--- src/rtl/dmc_pkg.sv ---
// package: shared constants and types for the mpr access block and its controller end
package dmc_pkg;
  // command encodings on the simplified command bus
  typedef enum logic [2:0] {DMC_CMD_NOP, DMC_CMD_MRS, DMC_CMD_ACT, DMC_CMD_RD, DMC_CMD_WR, DMC_CMD_REF,
    DMC_CMD_PREA} dmc_cmd_e;
  localparam int DMC_DQ_W = 16;
  localparam int DMC_BL = 8;
  localparam int DMC_LOCS = 4;
  localparam int DMC_ADDR_W = 18;
  // mode register select values carried on ba during an mrs
  localparam logic [1:0] DMC_MR0 = 2'h0;
  localparam logic [1:0] DMC_MR3 = 2'h3;
  // mr3 field positions
  localparam int DMC_MR3_MPR_EN = 2;
  localparam int DMC_MR3_PAGE_LO = 0;
  localparam int DMC_MR3_FMT_LO = 11;
  // mr0 burst field positions and on-the-fly code
  localparam int DMC_MR0_BL_LO = 0;
  localparam logic [1:0] DMC_BL_OTF = 2'h1;
  // address bit holding the burst chop select
  localparam int DMC_A_BC = 12;
  localparam int DMC_A_BURST_HI = 2;
  // readout format codes from mr3 a[12:11]
  localparam logic [1:0] DMC_FMT_SERIAL = 2'h0;
  localparam logic [1:0] DMC_FMT_PARALLEL = 2'h1;
  localparam logic [1:0] DMC_FMT_STAGGER = 2'h2;
  localparam logic [1:0] DMC_PAGE0 = 2'h0;
  // mpr reset contents, training patterns
  localparam logic [7:0] DMC_MPR0_RST = 8'h55;
  localparam logic [7:0] DMC_MPR1_RST = 8'h33;
  localparam logic [7:0] DMC_MPR2_RST = 8'h0F;
  localparam logic [7:0] DMC_MPR3_RST = 8'h00;
  // latencies in link clocks
  localparam int DMC_RL = 4;
  localparam int DMC_PL = 2;
  localparam int DMC_WAIT_W = 6;
  // controller spacing in link clocks
  localparam int DMC_TCCD_S = 4;
  localparam int DMC_TCCD_L = 6;
  localparam int DMC_TRRD_S = 4;
  localparam int DMC_TRRD_L = 6;
  localparam int DMC_TFAW = 20;
  localparam int DMC_TWTR_S = 3;
  localparam int DMC_TWTR_L = 8;
  localparam int DMC_CWL = 4;
  localparam int DMC_TMOD = 24;
  localparam int DMC_TRP = 12;
  localparam int DMC_TWR_MPR = 8;
  localparam int DMC_TMPRR = 2;
  // link clock divider, half period in fabric clocks
  localparam int DMC_CK_HALF = 4;
endpackage : dmc_pkg

--- src/rtl/dmc_link_if.sv ---
// interface: command, address and data pins between controller and dram end
`timescale 1ns/10ps
`default_nettype none
interface dmc_link_if;
  import dmc_pkg::*;
  logic ck;
  dmc_cmd_e cmd;
  logic [1:0] ba;
  logic bg;
  logic [DMC_ADDR_W-1:0] addr;
  logic dbi_n;
  logic [DMC_DQ_W-1:0] dq_ctl;
  logic dq_ctl_oe;
  logic [DMC_DQ_W-1:0] dq_mem;
  logic dq_mem_oe;
  logic [DMC_DQ_W-1:0] dq;
  // resolved bus level, the driving end wins, idle bus reads high
  assign dq = dq_mem_oe ? dq_mem : (dq_ctl_oe ? dq_ctl : {DMC_DQ_W{1'b1}});
  modport ctl (output ck, cmd, ba, bg, addr, dbi_n, dq_ctl, dq_ctl_oe, input dq);
  modport mem (input ck, cmd, ba, bg, addr, dbi_n, dq, output dq_mem, dq_mem_oe);
endinterface : dmc_link_if
`default_nettype wire

--- src/rtl/dmc_lane_mux.sv ---
// lane mux: picks one beat of the mpr burst for every dq lane
`timescale 1ns/10ps
`default_nettype none
module dmc_lane_mux #(
  parameter int DQ_W = 16
) (
  // pattern source
  input wire logic [1:0] fmt,
  input wire logic [1:0] loc,
  input wire logic [31:0] mpr_flat,
  input wire logic [2:0] beat,
  // lane bits
  output logic [DQ_W-1:0] lanes
);
  import dmc_pkg::*;
  logic [7:0] sel_byte;
  logic [1:0] sel_loc;
  // every lane computed by the same expression; in staggered format lane index mod four offsets the location
  always_comb begin
    lanes = '0;
    sel_byte = '0;
    sel_loc = '0;
    for (int i = 0; i < DQ_W; i++) begin
      sel_loc = loc + 2'(i % DMC_LOCS);
      if (fmt == DMC_FMT_STAGGER) begin
        sel_byte = mpr_flat[8*sel_loc +: 8];
        lanes[i] = sel_byte[beat];
      end else if (fmt == DMC_FMT_PARALLEL) begin
        // parallel returns location 0 bits across lanes in every beat
        sel_byte = mpr_flat[7:0];
        lanes[i] = sel_byte[i % 8];
      end else begin
        sel_byte = mpr_flat[8*loc +: 8];
        lanes[i] = sel_byte[beat];
      end
    end
  end
endmodule : dmc_lane_mux
`default_nettype wire

--- src/rtl/dmc_mem_end.sv ---
// dram end: mpr mode, mpr writes and staggered readout on the link clock edges
//
// Summary of operation
// - staggered lane i carries location n+i mod 4
// - second nibble and upper byte repeat pattern
// - back-to-back mpr reads give gapless bursts
// - controller sends a[2:0]=0, location on ba
// - controller holds a12 high under otf burst
// - parity latency adds to read data delay
// - write takes a[7:0], bit k is beat k
// - controller uses no dbi on mpr writes
// - written mpr values held until reset
// - controller precharges all before mpr entry
// - mr3 enables page 0 only, wait tmod
// - ba selects mpr0 to mpr3 on writes
// - controller waits write recovery per write
// - controller waits tmprr, exits, waits tmod
// - only 1x refresh while mpr mode on
// - column spacing short across, long within group; the controller spaces mpr reads by DMC_TCCD_S with bg tied to 0
// - activate spacing short across, long within group
// - at most four activates per faw window
// - write to read spacing from internal write
// - mr3 selects readout format and page
`timescale 1ns/10ps
`default_nettype none
module dmc_mem_end #(
  parameter int RL = dmc_pkg::DMC_RL,
  parameter int PL = dmc_pkg::DMC_PL
) (
  // system
  input wire logic CLK,
  input wire logic RESETN,
  // link
  dmc_link_if.mem LINK,
  // parity latency mode strap-like control
  input wire logic PARITY_EN,
  // status
  output logic MPR_MODE,
  output logic [31:0] MPR_CONTENT,
  output logic CMD_ERROR
);
  import dmc_pkg::*;
  localparam int DLY_W = $clog2(RL + PL + DMC_BL + 2) + 1;
  // ***********************************************
  // link sampling
  // ***********************************************
  logic ck_s1, ck_s2, ck_s3;
  logic [DMC_ADDR_W-1:0] addr_s1, addr_s2;
  logic [1:0] ba_s1, ba_s2;
  logic [2:0] cmd_s1, cmd_s2;
  logic dbi_s1, dbi_s2;
  logic ck_rise;
  // two flops on every pin before use; the first stage feeds only the second
  always_ff @(posedge CLK or negedge RESETN) begin
    if (!RESETN) begin
      ck_s1 <= 1'b0;
      ck_s2 <= 1'b0;
      ck_s3 <= 1'b0;
      addr_s1 <= '0;
      addr_s2 <= '0;
      ba_s1 <= '0;
      ba_s2 <= '0;
      cmd_s1 <= '0;
      cmd_s2 <= '0;
      dbi_s1 <= 1'b1;
      dbi_s2 <= 1'b1;
    end else begin
      ck_s1 <= LINK.ck;
      ck_s2 <= ck_s1;
      ck_s3 <= ck_s2;
      addr_s1 <= LINK.addr;
      addr_s2 <= addr_s1;
      ba_s1 <= LINK.ba;
      ba_s2 <= ba_s1;
      cmd_s1 <= LINK.cmd;
      cmd_s2 <= cmd_s1;
      dbi_s1 <= LINK.dbi_n;
      dbi_s2 <= dbi_s1;
    end
  end
  assign ck_rise = ck_s2 & ~ck_s3;
  // ***********************************************
  // mode registers and mpr storage
  // ***********************************************
  logic [DMC_ADDR_W-1:0] mr0, mr3, next_mr0, next_mr3;
  logic [7:0] mpr [DMC_LOCS];
  logic [7:0] next_mpr [DMC_LOCS];
  logic err, next_err;
  logic mpr_on;
  logic cmd_rd, cmd_wr;
  assign mpr_on = mr3[DMC_MR3_MPR_EN];
  assign cmd_rd = ck_rise && (dmc_cmd_e'(cmd_s2) == DMC_CMD_RD);
  assign cmd_wr = ck_rise && (dmc_cmd_e'(cmd_s2) == DMC_CMD_WR);
  // decode of mode register writes, mpr writes and misuse checks
  always_comb begin
    next_mr0 = mr0;
    next_mr3 = mr3;
    next_mpr = mpr;
    next_err = err;
    if (ck_rise && dmc_cmd_e'(cmd_s2) == DMC_CMD_MRS) begin
      if (ba_s2 == DMC_MR0) next_mr0 = addr_s2;
      if (ba_s2 == DMC_MR3) next_mr3 = addr_s2;
    end
    if (cmd_wr && mpr_on) begin
      // writes into pages other than 0 are dropped and flagged
      if (mr3[DMC_MR3_PAGE_LO +: 2] == DMC_PAGE0 && dbi_s2) begin
        next_mpr[ba_s2] = addr_s2[7:0];
      end else begin
        next_err = 1'b1;
      end
    end
    // a12 low under otf burst setting or nonzero burst start is a controller error
    if (cmd_rd && mpr_on) begin
      if (addr_s2[DMC_A_BURST_HI:0] != '0) next_err = 1'b1;
      if (mr0[DMC_MR0_BL_LO +: 2] == DMC_BL_OTF && !addr_s2[DMC_A_BC]) next_err = 1'b1;
    end
  end
  // mpr contents survive everything except reset
  always_ff @(posedge CLK or negedge RESETN) begin
    if (!RESETN) begin
      mr0 <= '0;
      mr3 <= '0;
      mpr[0] <= DMC_MPR0_RST;
      mpr[1] <= DMC_MPR1_RST;
      mpr[2] <= DMC_MPR2_RST;
      mpr[3] <= DMC_MPR3_RST;
      err <= 1'b0;
    end else begin
      mr0 <= next_mr0;
      mr3 <= next_mr3;
      mpr <= next_mpr;
      err <= next_err;
    end
  end
  // ***********************************************
  // read pipeline
  // ***********************************************
  // each read queues its location in a shift line of link clocks; a new read every 4 clocks
  // lands exactly where the previous burst ends, so back-to-back bursts touch without a gap
  localparam int LINE = RL + PL + 1;
  logic [LINE-1:0] rd_vld, next_rd_vld;
  logic [1:0] rd_loc [LINE];
  logic [1:0] next_rd_loc [LINE];
  logic [DLY_W-1:0] lat;
  logic [2:0] beat, next_beat;
  logic [1:0] cur_loc, next_cur_loc;
  logic drive, next_drive;
  logic [DMC_DQ_W-1:0] lanes, dq_out, next_dq_out;
  assign lat = PARITY_EN ? DLY_W'(RL + PL) : DLY_W'(RL);
  // the line advances on rising link edges; bursts run two beats per link clock
  always_comb begin
    next_rd_vld = rd_vld;
    next_rd_loc = rd_loc;
    next_beat = beat;
    next_cur_loc = cur_loc;
    next_drive = drive;
    next_dq_out = dq_out;
    if (ck_rise) begin
      next_rd_vld = {1'b0, rd_vld[LINE-1:1]};
      for (int i = 0; i < LINE - 1; i++) next_rd_loc[i] = rd_loc[i+1];
      next_rd_loc[LINE-1] = '0;
      if (cmd_rd && mpr_on) begin
        next_rd_vld[lat - 1] = 1'b1;
        next_rd_loc[lat - 1] = ba_s2;
      end
    end
    // a half link period is DMC_CK_HALF fabric clocks, one beat per half
    if (ck_s2 != ck_s3) begin
      if (ck_rise && rd_vld[0]) begin
        next_drive = 1'b1;
        next_cur_loc = rd_loc[0];
        next_beat = '0;
      end else if (drive && beat == 3'(DMC_BL - 1)) begin
        next_drive = 1'b0;
      end else if (drive) begin
        next_beat = beat + 3'd1;
      end
    end
    next_dq_out = lanes;
  end
  always_ff @(posedge CLK or negedge RESETN) begin
    if (!RESETN) begin
      rd_vld <= '0;
      for (int i = 0; i < LINE; i++) rd_loc[i] <= '0;
      beat <= '0;
      cur_loc <= '0;
      drive <= 1'b0;
      dq_out <= '0;
    end else begin
      rd_vld <= next_rd_vld;
      rd_loc <= next_rd_loc;
      beat <= next_beat;
      cur_loc <= next_cur_loc;
      drive <= next_drive;
      dq_out <= next_dq_out;
    end
  end
  dmc_lane_mux #(.DQ_W(DMC_DQ_W)) u_mux (
    .fmt(mr3[DMC_MR3_FMT_LO +: 2]),
    .loc(cur_loc),
    .mpr_flat({mpr[3], mpr[2], mpr[1], mpr[0]}),
    .beat(beat),
    .lanes(lanes)
  );
  assign LINK.dq_mem = dq_out;
  assign LINK.dq_mem_oe = drive;
  assign MPR_MODE = mpr_on;
  assign MPR_CONTENT = {mpr[3], mpr[2], mpr[1], mpr[0]};
  assign CMD_ERROR = err;
endmodule : dmc_mem_end
`default_nettype wire

--- src/flat_wrapper.sv ---
// flat-port wrapper written by rule: the top's interface ports become plain ports
module dmc_mem_end_flat import dmc_pkg::*;
#(
  parameter int RL = dmc_pkg::DMC_RL,
  parameter int PL = dmc_pkg::DMC_PL
)
  (CLK, RESETN, PARITY_EN, MPR_MODE, MPR_CONTENT, CMD_ERROR, LINK_ck, LINK_cmd, LINK_ba, LINK_bg, LINK_addr, LINK_dbi_n, LINK_dq_mem, LINK_dq_mem_oe);
  dmc_link_if LINK_i ();
  input wire logic CLK;
  input wire logic RESETN;
  input wire logic PARITY_EN;
  output logic MPR_MODE;
  output logic [31:0] MPR_CONTENT;
  output logic CMD_ERROR;
  input wire logic [$bits(LINK_i.ck)-1:0] LINK_ck;
  input wire logic [$bits(LINK_i.cmd)-1:0] LINK_cmd;
  input wire logic [$bits(LINK_i.ba)-1:0] LINK_ba;
  input wire logic [$bits(LINK_i.bg)-1:0] LINK_bg;
  input wire logic [$bits(LINK_i.addr)-1:0] LINK_addr;
  input wire logic [$bits(LINK_i.dbi_n)-1:0] LINK_dbi_n;
  output wire logic [$bits(LINK_i.dq_mem)-1:0] LINK_dq_mem;
  output wire logic [$bits(LINK_i.dq_mem_oe)-1:0] LINK_dq_mem_oe;
  assign LINK_i.ck = LINK_ck;
  assign LINK_i.cmd = LINK_cmd;
  assign LINK_i.ba = LINK_ba;
  assign LINK_i.bg = LINK_bg;
  assign LINK_i.addr = LINK_addr;
  assign LINK_i.dbi_n = LINK_dbi_n;
  assign LINK_dq_mem = LINK_i.dq_mem;
  assign LINK_dq_mem_oe = LINK_i.dq_mem_oe;
  dmc_mem_end #(.RL(RL), .PL(PL)) u_core (.CLK(CLK), .RESETN(RESETN), .LINK(LINK_i), .PARITY_EN(PARITY_EN), .MPR_MODE(MPR_MODE), .MPR_CONTENT(MPR_CONTENT), .CMD_ERROR(CMD_ERROR));
endmodule
--- config.mk ---
export PLATFORM = sky130hd
export DESIGN_NAME = dmc_mem_end_flat
export DESIGN_NICKNAME = d
export VERILOG_FILES = /design/src/rtl/dmc_pkg.sv /design/src/rtl/dmc_link_if.sv /design/src/rtl/dmc_lane_mux.sv /design/src/rtl/dmc_mem_end.sv /design/src/flat_wrapper.sv
export SDC_FILE = /design/constraint.sdc
export NUM_CORES = 1
export LEC_CHECK = 0
export BUFFER_PORTS_ARGS = -buffer_cell sky130_fd_sc_hd__buf_2
export CAP_MARGIN = 0
export CORE_MARGIN = 2
export CORE_UTILIZATION = 50
export DETAILED_ROUTE_END_ITERATION = 10
export GPL_TIMING_DRIVEN = 0
export PLACE_DENSITY = 0.77
export RECOVER_POWER = 100
export REMOVE_ABC_BUFFERS = 1
export SETUP_SLACK_MARGIN = 0.02
export SYNTH_ARGS = -nofsm -noshare
export SYNTH_HDL_FRONTEND = slang
export SYNTH_SLANG_ARGS = --single-unit
--- constraint.sdc ---
create_clock -name CLK -period 1.9 [get_ports CLK]
set_clock_uncertainty 0.1 [all_clocks]
set_input_delay 0.095 -clock CLK [delete_from_list [all_inputs] [get_ports CLK]]
set_output_delay 0.095 -clock CLK [all_outputs]
set_load 0.01 [all_outputs]
# == Word level (Yosys, flattened, before mapping) ==
# Cells that the tools add are included.
# word_totals
regBits,132
in_bits,29
output_inout_bits,51
word_cells,130
# op_classes
addsub,5
magnitude_cmp,7
n_eq_ne,10
shift,4
n_mux,45
bitwise,5
n_reduce_logical,24
# ops
cell,count
$shiftx 32x6->8,4
$ge 33x4->1 const B,1
$lt 33x1->1 const B,1
$not 32->33,1
$bwmux 32,1
$ge 32x1->1 const B,1
$lt 32x4->1 const B,1
$mux 1,28
$demux 8 s2,1
$bwmux 14,1
$mux 14,1
$bmux 1 s3,4
$logic_and 1x1->1,12
$reduce_and 2->1,5
$mux 3,3
$mux 8,1
$mux 7,1
$or 6x7->7,1
$demux 2 s3,1
$eq 3x3->1 const B,2
$sub 5x1->6 const B,1
$add 2x2->2 const B,2
$eq 2x1->1 const B,2
$eq 2x2->1 const B,2
19 further kinds,22

# == Longest topological paths before layout ==
# Gate-level depths: netlist of the first run.
# logic_depth
word_depth,9
ltp_mapped,8
mapped_depth_nobuf,7

# == Hierarchy ==
# A second synthesis of the first run with hierarchy kept.
# hier_totals
hier_cells,361
area_unflattened_um2,5009.8
# by_module_without_submodules
mod,instances,cells_per_inst,area_per_inst_um2,seq_area_each_um2
dmc_mem_end,1,227,3915.0,2895.3
dmc_lane_mux,1,134,1094.8,0.0

# == Least setup slack after synthesis of the first run ==
# No wires, ideal clock.
# synth_path
kind,flip-flop to flip-flop
startpoint,register u_core.ck_s3
endpoint,"register u_core.mpr, in the netlist u_core.MPR_CONTENT[11]"
t_arrival_ps,1847
required_time_ps,1675
path_slack_ps,-172
path_stages_with_launch,8
n_path_buf,0
path_cell_list,dfrtp_1 -> inv_1 -> ha_1 -> nand2b_1 -> nor3_1 -> nand3_2 -> nor3_4 -> mux2_2
# synth_between
elab_chain_cells,5
# synth_lines
element,line,text
start: declaration,dmc_mem_end.sv:47,"logic ck_s1, ck_s2, ck_s3;"
start signal: assignment,dmc_mem_end.sv:70,ck_s3 <= ck_s2;
$not 1->1,dmc_mem_end.sv:81,assign ck_rise = ck_s2 & ~ck_s3;
$and 1x1->1,dmc_mem_end.sv:81,
$logic_and 1x1->1,dmc_mem_end.sv:93,assign cmd_wr = ck_rise && (dmc_cmd_e'(cmd_s2) == DMC_CMD_WR);
$logic_and 1x1->1,dmc_mem_end.sv:104,if (cmd_wr && mpr_on) begin
$reduce_and 2->1 (no source line),--,
end signal: assignment,dmc_mem_end.sv:131,mpr <= next_mpr;
end: declaration,dmc_mem_end.sv:86,logic [7:0] mpr [DMC_LOCS];
# Every way passes these cells.
# A chain may end at the register's enable or synchronous reset.

# == Worst setup path in the final report of the first run ==
# layout_path
startpoint,register u_core.cur_loc[0]
endpoint,register u_core.dq_out[10] (netlist: u_core.LINK.dq_mem[10])
# layout_between
elab_chain_cells,5
word_cells_on_any_way,9
classes_between,add/sub (1); shift (2); mux (6)
# layout_lines
element,line,text
start: declaration,dmc_mem_end.sv:146,"logic [1:0] cur_loc, next_cur_loc;"
start signal: assignment,dmc_mem_end.sv:193,cur_loc <= next_cur_loc;
$add 2x2->2 or $shiftx 32x6->8 (tied branches),"dmc_lane_mux.sv:24, dmc_lane_mux.sv:33",
$shiftx 32x6->8 or $bmux 1 s3 (tied branches),"dmc_lane_mux.sv:26, dmc_lane_mux.sv:34",
$bmux 1 s3 or $mux 1 (tied branches),"dmc_lane_mux.sv:27, dmc_lane_mux.sv:34",
"$mux 1, on equally long branches","dmc_lane_mux.sv:27, dmc_lane_mux.sv:28",
$mux 1 (*),dmc_lane_mux.sv:25,if (fmt == DMC_FMT_STAGGER) begin
via u_core.lanes[10],dmc_mem_end.sv:148,"logic [DMC_DQ_W-1:0] lanes, dq_out, next_dq_out;"
end signal: assignment,dmc_mem_end.sv:195,dq_out <= next_dq_out;
end: declaration,dmc_mem_end.sv:148,
# Mark *: on every way through the listed nets, which the timed path passes. The rest lies on a longest branch. The select of a mux whose other input is x is not followed.

==> results.md, run 1 <==
- Maxcap violations: 0
- Worst rel slew slack: 19.8%
- Mean Syn Cell Area: 15.1 um2
- Clk Latency, worst-skew pair: 0.38 ns
- RSZ-0062 raised after global routing: yes
- Post-synthesis async set-or-reset flop share: 100%
- Max Freq: 468 MHz
- #FFs+latches synth: 107
- Total gr overflow: 0
- Ranking of synthesized cells by instance count: dfrtp_1, mux2_2, mux4_2, dfstp_2, nand2_1
- Worst-case clock buffer depth: 2
- Register area: 0.00271 mm2
- Gate Count Post-Synth: 329
- Combinational power share: 32.0%
- Total CTS buffers: 9
- GP Congestion: 0.876
- Sw frac: 32.3%
- Post-synth EDFFs: 0
- Critical path launch point type: flop
- Most frequent cell after synthesis: dfrtp_1
- CTS tree: yes
- Int Pwr: 4.46 mW
- Clock-pin slew on the worst setup and hold paths: 0.10 ns
- Chip width: 104 um
- Crit path max fanout: 6
- Core area: 0.00968 mm2
- Number of vias per cell: 5.81
- Post-Route WL: 11400 um
- Syn-to-layout area delta: 26.4%
- Critical path data required time: 2.11 ns
- Final setup viols: 56
- # diodes: 0
- Buffers on Ports: 70
- PwrDens: 1050 mW/mm2
- Worst hold slack: 0.244 ns
- Routed Antenna Nets: 0
- LEAKAGE: 2.76 nW
- Layout cells sized above 1: 40.9%
- Post-synth top area cell: dfrtp_1
- Tcrit/Tclk final: 113%
- Status: complete, but fails checks
- Top cell type's share of synthesized area: 46.9%
- H-tree Lvls: 3
- Critical path arrival: 2.34 ns
- Via Count: 3346
- DRC Markers: 0
- Die area: 0.0107 mm2
- Final hold viol count: 0
- Multi-input gate area: 0.00230 mm2
- Reg power frac: 44.3%
- Pin count of the biggest net entering global routing: 59
- Vias in the first global route: 3277
- Per-cell routed wire length: 19.8 um
- Min Tclk post-route: 2.14 ns
- DP HPWL: 6650 um
- Fill cells: 709
- Final nets: 470
- Final WS setup: -0.238 ns
- Ys flop type: dfrtp_1
- Slew Limit Fails: 0
- Hold WC Path Type: in -> reg
- Root Driver: clkbuf_8
- Max VDD drop: 649 uV
- Sw power: 2.12 mW
- Initial DRC count: 251
- Sequential element share of the synthesized area: 54.3%
- Initial Util: 51.2%
- YS warnings: 0
- Antenna violations before repair: 0
- Count of cell types in the netlist: 42
- Setup crit end kind: flop
- First-pass detailed-route iteration total: 5
- Pre-CTS WS: -1.20 ns
- # clock sinks: 107
- Setup CP Type: reg -> reg
- Failing checks: negative setup slack
- Mapped Area: 0.00496 mm2
- GRT Overall Usage: 21.6%
- I/O pins: 80
- Clock power share: 23.7%
- First-pass GRT wire length: 18000 um
- Worst-Margin Slew: 1.20 ns
- FP Rows: 36
- Die height: 104 um
- Synth area leaders: dfrtp_1, mux2_2, mux4_2
critical path, stage by stage (launching register included):
cell and delay, ns:
dfrtp_4 0.51, buf_6 0.15, buf_4 0.14, mux2i_1 0.11, mux4_2 0.51, a21oi_4 0.23, nand4_4 0.16, nand4_1 0.16
metrics by stage:
step                setup TNS (ns)  util (%)  power (mW)  instance area (um2)  cells
global route                -17.35      64.8        6.90                 6270    576
global placement            -80.34      54.9        4.39                 5320    510
finish                       -6.52      64.8        6.58                 6270    576
detailed placement          -50.50      55.3        4.46                 5350    511
CTS                          -2.31      64.1        6.43                 6210    566
floorplan                   -27.61         -        3.98                 4800    307
state kept, by name (all words and copies together), names as in the netlist, 2 cells and up:
name	flops
u_core.MPR_CONTENT	32
u_core.rd_loc	12
u_core.addr_s1	10
u_core.addr_s2	10
u_core.LINK.dq_mem	8
u_core.rd_vld	6
u_core.mr3	5
u_core.beat	3
u_core.cmd_s1	3
u_core.cmd_s2	3
u_core.ba_s1	2
u_core.ba_s2	2
u_core.cur_loc	2
u_core.mr0	2
layout make-up:
cell class                      instances  share of cell area (%)
Clock buffer                           10                    2.04
Clock inverter                          6                    1.50
Inverter                                8                   0.479
Multi-Input combinational cell        192                    36.7
Sequential cell                       107                    43.2
Tap cell                              133                    2.65
Timing Repair Buffer                  120                    13.4
power groups by stage:
stage          logic (mW)  registers, mW  clock network [mW]
2_1_floorplan       0.875           3.11                   0
3_3_place_gp         1.26           3.13                   0
3_5_place_dp         1.30           3.16                   0
4_1_cts              1.90           2.96                1.57
5_1_grt              2.25           2.97                1.68
6_report             2.11           2.91                1.56
routing by layer:
metal / up-vias / global-route usage, % / wire (um)
li1: 1464 / - / -
met1: 1737 / 30.8 / 4900
met2: 125 / 33.3 / 5520
met3: 20 / 3.84 / 656
met4: 0 / 8.88 / 311
met5: - / 0 / 0
cell families after synthesis:
kind of cell | after synthesis | share of synthesized area (%)
DFF | 107 | 54.3
muxes | 95 | 28.8
and+or+nand+nor | 64 | 8.10
AOI/OAI and AO/OA | 30 | 4.26
buffers and inverters | 30 | 3.73
adders and majority gates | 3 | 0.757
what timing repair did:
| action | 4_1_cts | 5_1_grt |
|---|---|---|
| setup buffers | 20 | 11 |
| endpoints found under the setup margin | 59 | 44 |
| gates resized for setup | 50 | 13 |
| pin swaps | 13 | 8 |
| hold buffers | 19 | 0 |
| endpoints found under the hold margin | 65 | 0 |
cells in the final DEF, fill, tap and decap left out, types with 11 or more instances in the layout:
master,synthesis,layout
nand2_1,11,11
mux2_4,0,31
clkbuf_1,5,39
mux4_2,21,21
dfstp_1,0,11
dfrtp_1,93,89
buf_2,3,31
buf_4,10,16
dlygate4sd3_1,0,19
mux2_2,54,24
final timing paths:
path | start | endpoint | slack [ns] | depth (start not counted)
min reg2reg | u_core.addr_s1[11] | u_core.addr_s2[11] | 0.25 | 0
max in group asynchronous | RESETN | u_core.MPR_CONTENT[6] | 0.13 | 3
min in group asynchronous | RESETN | u_core.ba_s1[1] | 0.38 | 2
max reg2reg | u_core.cur_loc[0] | u_core.LINK.dq_mem[10] | -0.24 | 7
max | u_core.cur_loc[0] | u_core.LINK.dq_mem[10] | -0.24 | 7
min | LINK_addr[0] | u_core.addr_s1[0] | 0.24 | 2
(Power assumes the default switching activity.)
==> run 2: changes to the inputs <==
CORE_UTILIZATION = 40   (was 50)
PLACE_DENSITY = 0.64   (was 0.77)
==> results.md, run 2 (synthesis results as in run 1) <==
- Max Freq: 477 MHz
- Final hold viol count: 0
- # diodes: 0
- Sw power: 2.15 mW
- I/O pins: 80
- Root Driver: clkbuf_16
- Commonest non-fill, non-tap cell in the layout: dfrtp_1
- Maxcap violations: 0
- Total gr overflow: 0
- CTS tree: yes
- Layout cells sized above 1: 41.6%
- Worst rel slew slack: 15.2%
- Hold WC Path Type: reg -> reg
- Max VDD drop: 407 uV
- Die height: 115 um
- Sw frac: 31.8%
- Die area: 0.0133 mm2
- Final nets: 464
- PwrDens: 1070 mW/mm2
- Slew Limit Fails: 0
- Worst r2r src: u_core.cur_loc[0]
- Buffers on Ports: 70
- Clk Latency, worst-skew pair: 0.35 ns
- Critical path launch point type: flop
- Clock-pin slew on the worst setup and hold paths: 0.08 ns
- Failing checks: negative setup slack
- FP Rows: 40
- Final WS setup: -0.196 ns
- Post-Route WL: 10700 um
- Core area: 0.0121 mm2
- DP HPWL: 6720 um
- Antenna violations before repair: 0
- Per-cell routed wire length: 17.7 um
- Vias in the first global route: 3117
- LEAKAGE: 2.70 nW
- Status: complete, but fails checks
- Combinational power share: 31.0%
- First-pass detailed-route iteration total: 4
- Tcrit/Tclk final: 110%
- H-tree Lvls: 3
- Fill cells: 1030
- Worst-Margin Slew: 1.27 ns
- DRC Markers: 0
- Setup CP Type: reg -> reg
- GRT Overall Usage: 17.1%
- Clock power share: 25.1%
- Number of vias per cell: 5.22
- Via Count: 3161
- Reg power frac: 43.9%
- Total CTS buffers: 9
- Worst-case clock buffer depth: 2
- Initial Util: 41.1%
- Chip width: 115 um
- Most frequent cells in the layout: dfrtp_1, clkbuf_1, mux2_4, buf_2, mux4_2
- Initial DRC count: 202
- Worst hold slack: 0.249 ns
- Worst setup path start: u_core.cur_loc[0]
- # clock sinks: 107
- Int Pwr: 4.61 mW
- RSZ-0062 raised after global routing: yes
- First-pass GRT wire length: 17300 um
- GP Congestion: 0.859
- Final setup viols: 31
- Min Tclk post-route: 2.10 ns
- Setup crit end kind: flop
- Critical path data required time: 2.06 ns
- Pin count of the biggest net entering global routing: 56
- Critical path arrival: 2.26 ns
- Routed Antenna Nets: 0
- Syn-to-layout area delta: 27.8%
- Setup TNS: -2.11 ns
- Largest register FFs: 32
- Hold Startpoint: u_core.cmd_s1[0]
- Crit path max fanout: 7
run 2: cell count changes in the layout (fill, tap and decap cells not counted), moves of 6 or more:
cell	before	now
clkbuf_16	0	10
buf_4	16	9
mux4_2	21	27
mux4_1	9	3
clkbuf_8	10	0
run 2: path summary, 6_finish.rpt:
| check | endpoint | slack [ns] | cells past startpoint |
|---|---|---|---|
| max | u_core.LINK.dq_mem[9] | -0.20 | 6 |
| min | u_core.cmd_s2[0] | 0.25 | 0 |
| max reg2reg | u_core.LINK.dq_mem[9] | -0.20 | 6 |
| min reg2reg | u_core.cmd_s2[0] | 0.25 | 0 |
| max in group asynchronous | u_core.MPR_CONTENT[6] | 0.21 | 3 |
| min in group asynchronous | u_core.rd_vld[4] | 0.46 | 2 |
run 2: area by class of cell:
type                    count  area (um2)  area share, %
inverters                   8        30.0          0.474
clock buffers              11         233           3.67
flip-flops and latches    107        2710           42.8
well taps                 168         210           3.32
multi-input cells         192        2310           36.4
clock inverters             5        38.8          0.612
repair buffers            114         807           12.7
run 2: timing repair:
item,CTS,global route
setup endpoints to repair,59,43
gates resized for setup,59,16
buffers inserted,16,7
endpoints found under the hold margin,67,0
pin swaps,10,11
hold buffers,19,0
cloned,0,1
run 2: layer usage:
layer	vias to the layer above	routed length [um]	global-route usage (%)
met1	1610	4720	23.8
met2	93	5290	26.9
met5	-	0	0
met4	0	146	5.86
met3	12	578	3.69
li1	1446	-	-
run 2: power groups by stage:
| stage | Combinational [mW] | Sequential [mW] | Clock (mW) |
|---|---|---|---|
| after floorplan | 0.875 | 3.11 | 0 |
| after global placement | 1.27 | 3.13 | 0 |
| after detailed placement | 1.30 | 3.17 | 0 |
| after CTS | 1.89 | 2.99 | 1.75 |
| after global routing | 2.27 | 3.03 | 1.87 |
| final | 2.10 | 2.97 | 1.70 |
run 2: critical path, cell delays in order (launching register included):
cell and delay (ns):
dfrtp_4 0.56, buf_12 0.17, mux2i_1 0.12, mux4_2 0.51, a21oi_4 0.22, nand4_4 0.15
nand4_1 0.16
run 2: through the flow:
stage / setup WS [ns] / cells / utilization [%] / cell area [um2] / total power [mW]
floorplan: -0.858 / 307 / - / 4800 / 3.98
global placement: -1.16 / 545 / 44.5 / 5370 / 4.40
detailed placement: -1.16 / 546 / 44.7 / 5400 / 4.46
CTS: -0.189 / 597 / 52.1 / 6280 / 6.64
global route: -0.261 / 605 / 52.5 / 6340 / 7.17
finish: -0.196 / 605 / 52.5 / 6340 / 6.76
==> run 3: changes to the inputs <==
RECOVER_POWER = unset   (was 100)
==> results.md, run 3 (synthesis results as in run 1) <==
- Status: complete, but fails checks
- Failing checks: negative setup slack
- FP Rows: 40
- Setup crit end kind: flop
- Final hold viol count: 0
- # diodes: 0
- Initial DRC count: 187
- Die area: 0.0133 mm2
- I/O pins: 80
- PwrDens: 1060 mW/mm2
- Crit path max fanout: 7
- Post-Route WL: 10700 um
- Final setup viols: 12
- Reg2Reg Setup Slack: -0.20 ns
- Via Count: 3161
- Critical path arrival: 2.26 ns
- Worst hold slack: 0.224 ns
- DRC Markers: 0
- Worst-case clock buffer depth: 2
- Final Util: 53.2%
- GP Congestion: 0.859
- Most frequent cells in the layout: dfrtp_1, buf_2, mux2_4, mux4_2, mux2_2
- Root Driver: clkbuf_16
- Worst-Margin Slew: 0.668 ns
- DP HPWL: 6720 um
- First-pass GRT wire length: 17300 um
- Combinational power share: 31.5%
- Commonest non-fill, non-tap cell in the layout: dfrtp_1
- Reg power frac: 43.6%
- RSZ-0062 raised after global routing: yes
- GRT Overall Usage: 17.1%
- Largest register FFs: 32
- CP cell instances: buf_12 > mux2i_1 > mux4_2 > a21oi_4 > nand4_4 > nand4_1
- LEAKAGE: 2.86 nW
- Core area: 0.0121 mm2
- CTS tree: yes
- Pin count of the biggest net entering global routing: 56
- Tcrit/Tclk final: 110%
- Vias in the first global route: 3117
- Int Pwr: 4.66 mW
- Worst rel slew slack: 55.4%
- Min Tclk post-route: 2.10 ns
- Sw power: 2.14 mW
- Setup CP Type: reg -> reg
- Buffers on Ports: 70
- Setup TNS: -1.28 ns
- Critical path data required time: 2.06 ns
- Clock-pin slew on the worst setup and hold paths: 0.08 ns
- Max VDD drop: 405 uV
- Routed Antenna Nets: 0
- Clock power share: 24.9%
- CP delay by family, top: multiplexers
- Per-cell routed wire length: 17.7 um
- Max Freq: 477 MHz
- First-pass detailed-route iteration total: 5
- Clk Latency, worst-skew pair: 0.35 ns
- Maxcap violations: 0
- Critical path's largest stage delay: 0.56 ns
- Syn-to-layout area delta: 29.3%
- Crit path buffers/inverters: 1
- CP max-delay cell: dfrtp_4
- H-tree Lvls: 3
- Antenna violations before repair: 0
- Slew Limit Fails: 0
- Die height: 115 um
- Final WS setup: -0.197 ns
- Final nets: 464
- Sw frac: 31.5%
- Hold WC Path Type: in -> async
- Chip width: 115 um
- Total CTS buffers: 9
- # clock sinks: 107
- Critical path launch point type: flop
- Initial Util: 41.1%
- Layout cells sized above 1: 53.5%
- Total gr overflow: 0
- Number of vias per cell: 5.22
## run 3: cell type report
class / count / area [um2]
timing repair buffer: 114 / 873
sequential: 107 / 2710
clock inverter: 5 / 38.8
fill: 1006 / 5650
tap: 168 / 210
multi-input combinational: 192 / 2320
inverter: 8 / 30.0
clock buffer: 11 / 233
## run 3: power groups by stage
stage | logic, mW | registers (mW) | clock network (mW)
floorplan | 0.875 | 3.11 | 0
global placement | 1.27 | 3.13 | 0
detailed placement | 1.30 | 3.17 | 0
CTS | 1.89 | 2.99 | 1.75
global route | 2.33 | 3.02 | 1.87
finish | 2.14 | 2.97 | 1.70
## run 3: worst paths after layout
check                           depth (start not counted)         startpoint                     to
worst max register to register                          6  u_core.cur_loc[0]  u_core.LINK.dq_mem[9]
max in group asynchronous                               3             RESETN  u_core.MPR_CONTENT[6]
min in group CLK                                        0   u_core.cmd_s1[2]       u_core.cmd_s2[2]
worst min register to register                          0   u_core.cmd_s1[2]       u_core.cmd_s2[2]
worst max-delay path                                    6  u_core.cur_loc[0]  u_core.LINK.dq_mem[9]
worst min-delay path                                    2             RESETN       u_core.rd_vld[4]
## run 3: through the flow
step,instances,total power [mW],area (um2),setup slack [ns]
global route,605,7.22,6410,-0.261
detailed placement,546,4.46,5400,-1.16
finish,605,6.81,6410,-0.197
CTS,597,6.64,6280,-0.189
floorplan,307,3.98,4800,-0.858
global placement,545,4.40,5370,-1.16
## run 3: worst register-to-register path, delay by kind of cell (launching register included)
| kind | cells | cell delay (ns) |
|---|---|---|
| AOI/OAI and AO/OA | 1 | 0.22 |
| buffers and inverters | 1 | 0.18 |
| DFF | 1 | 0.56 |
| muxes | 2 | 0.64 |
| and+or+nand+nor | 2 | 0.32 |
## run 3: what timing repair did
item / in CTS / in global routing
hold endpoints to repair: 67 / 0
setup buffers: 16 / 7
pin swaps: 10 / 11
hold buffers: 19 / 0
resized for setup: 59 / 16
endpoints found under the setup margin: 59 / 43
cloned: 0 / 1
## run 3: per-layer routing
layer  wire length, um  track usage, %
met5                 0               0
met4               144            5.86
met3               521            3.69
met2              5320            26.9
met1              4710            23.8
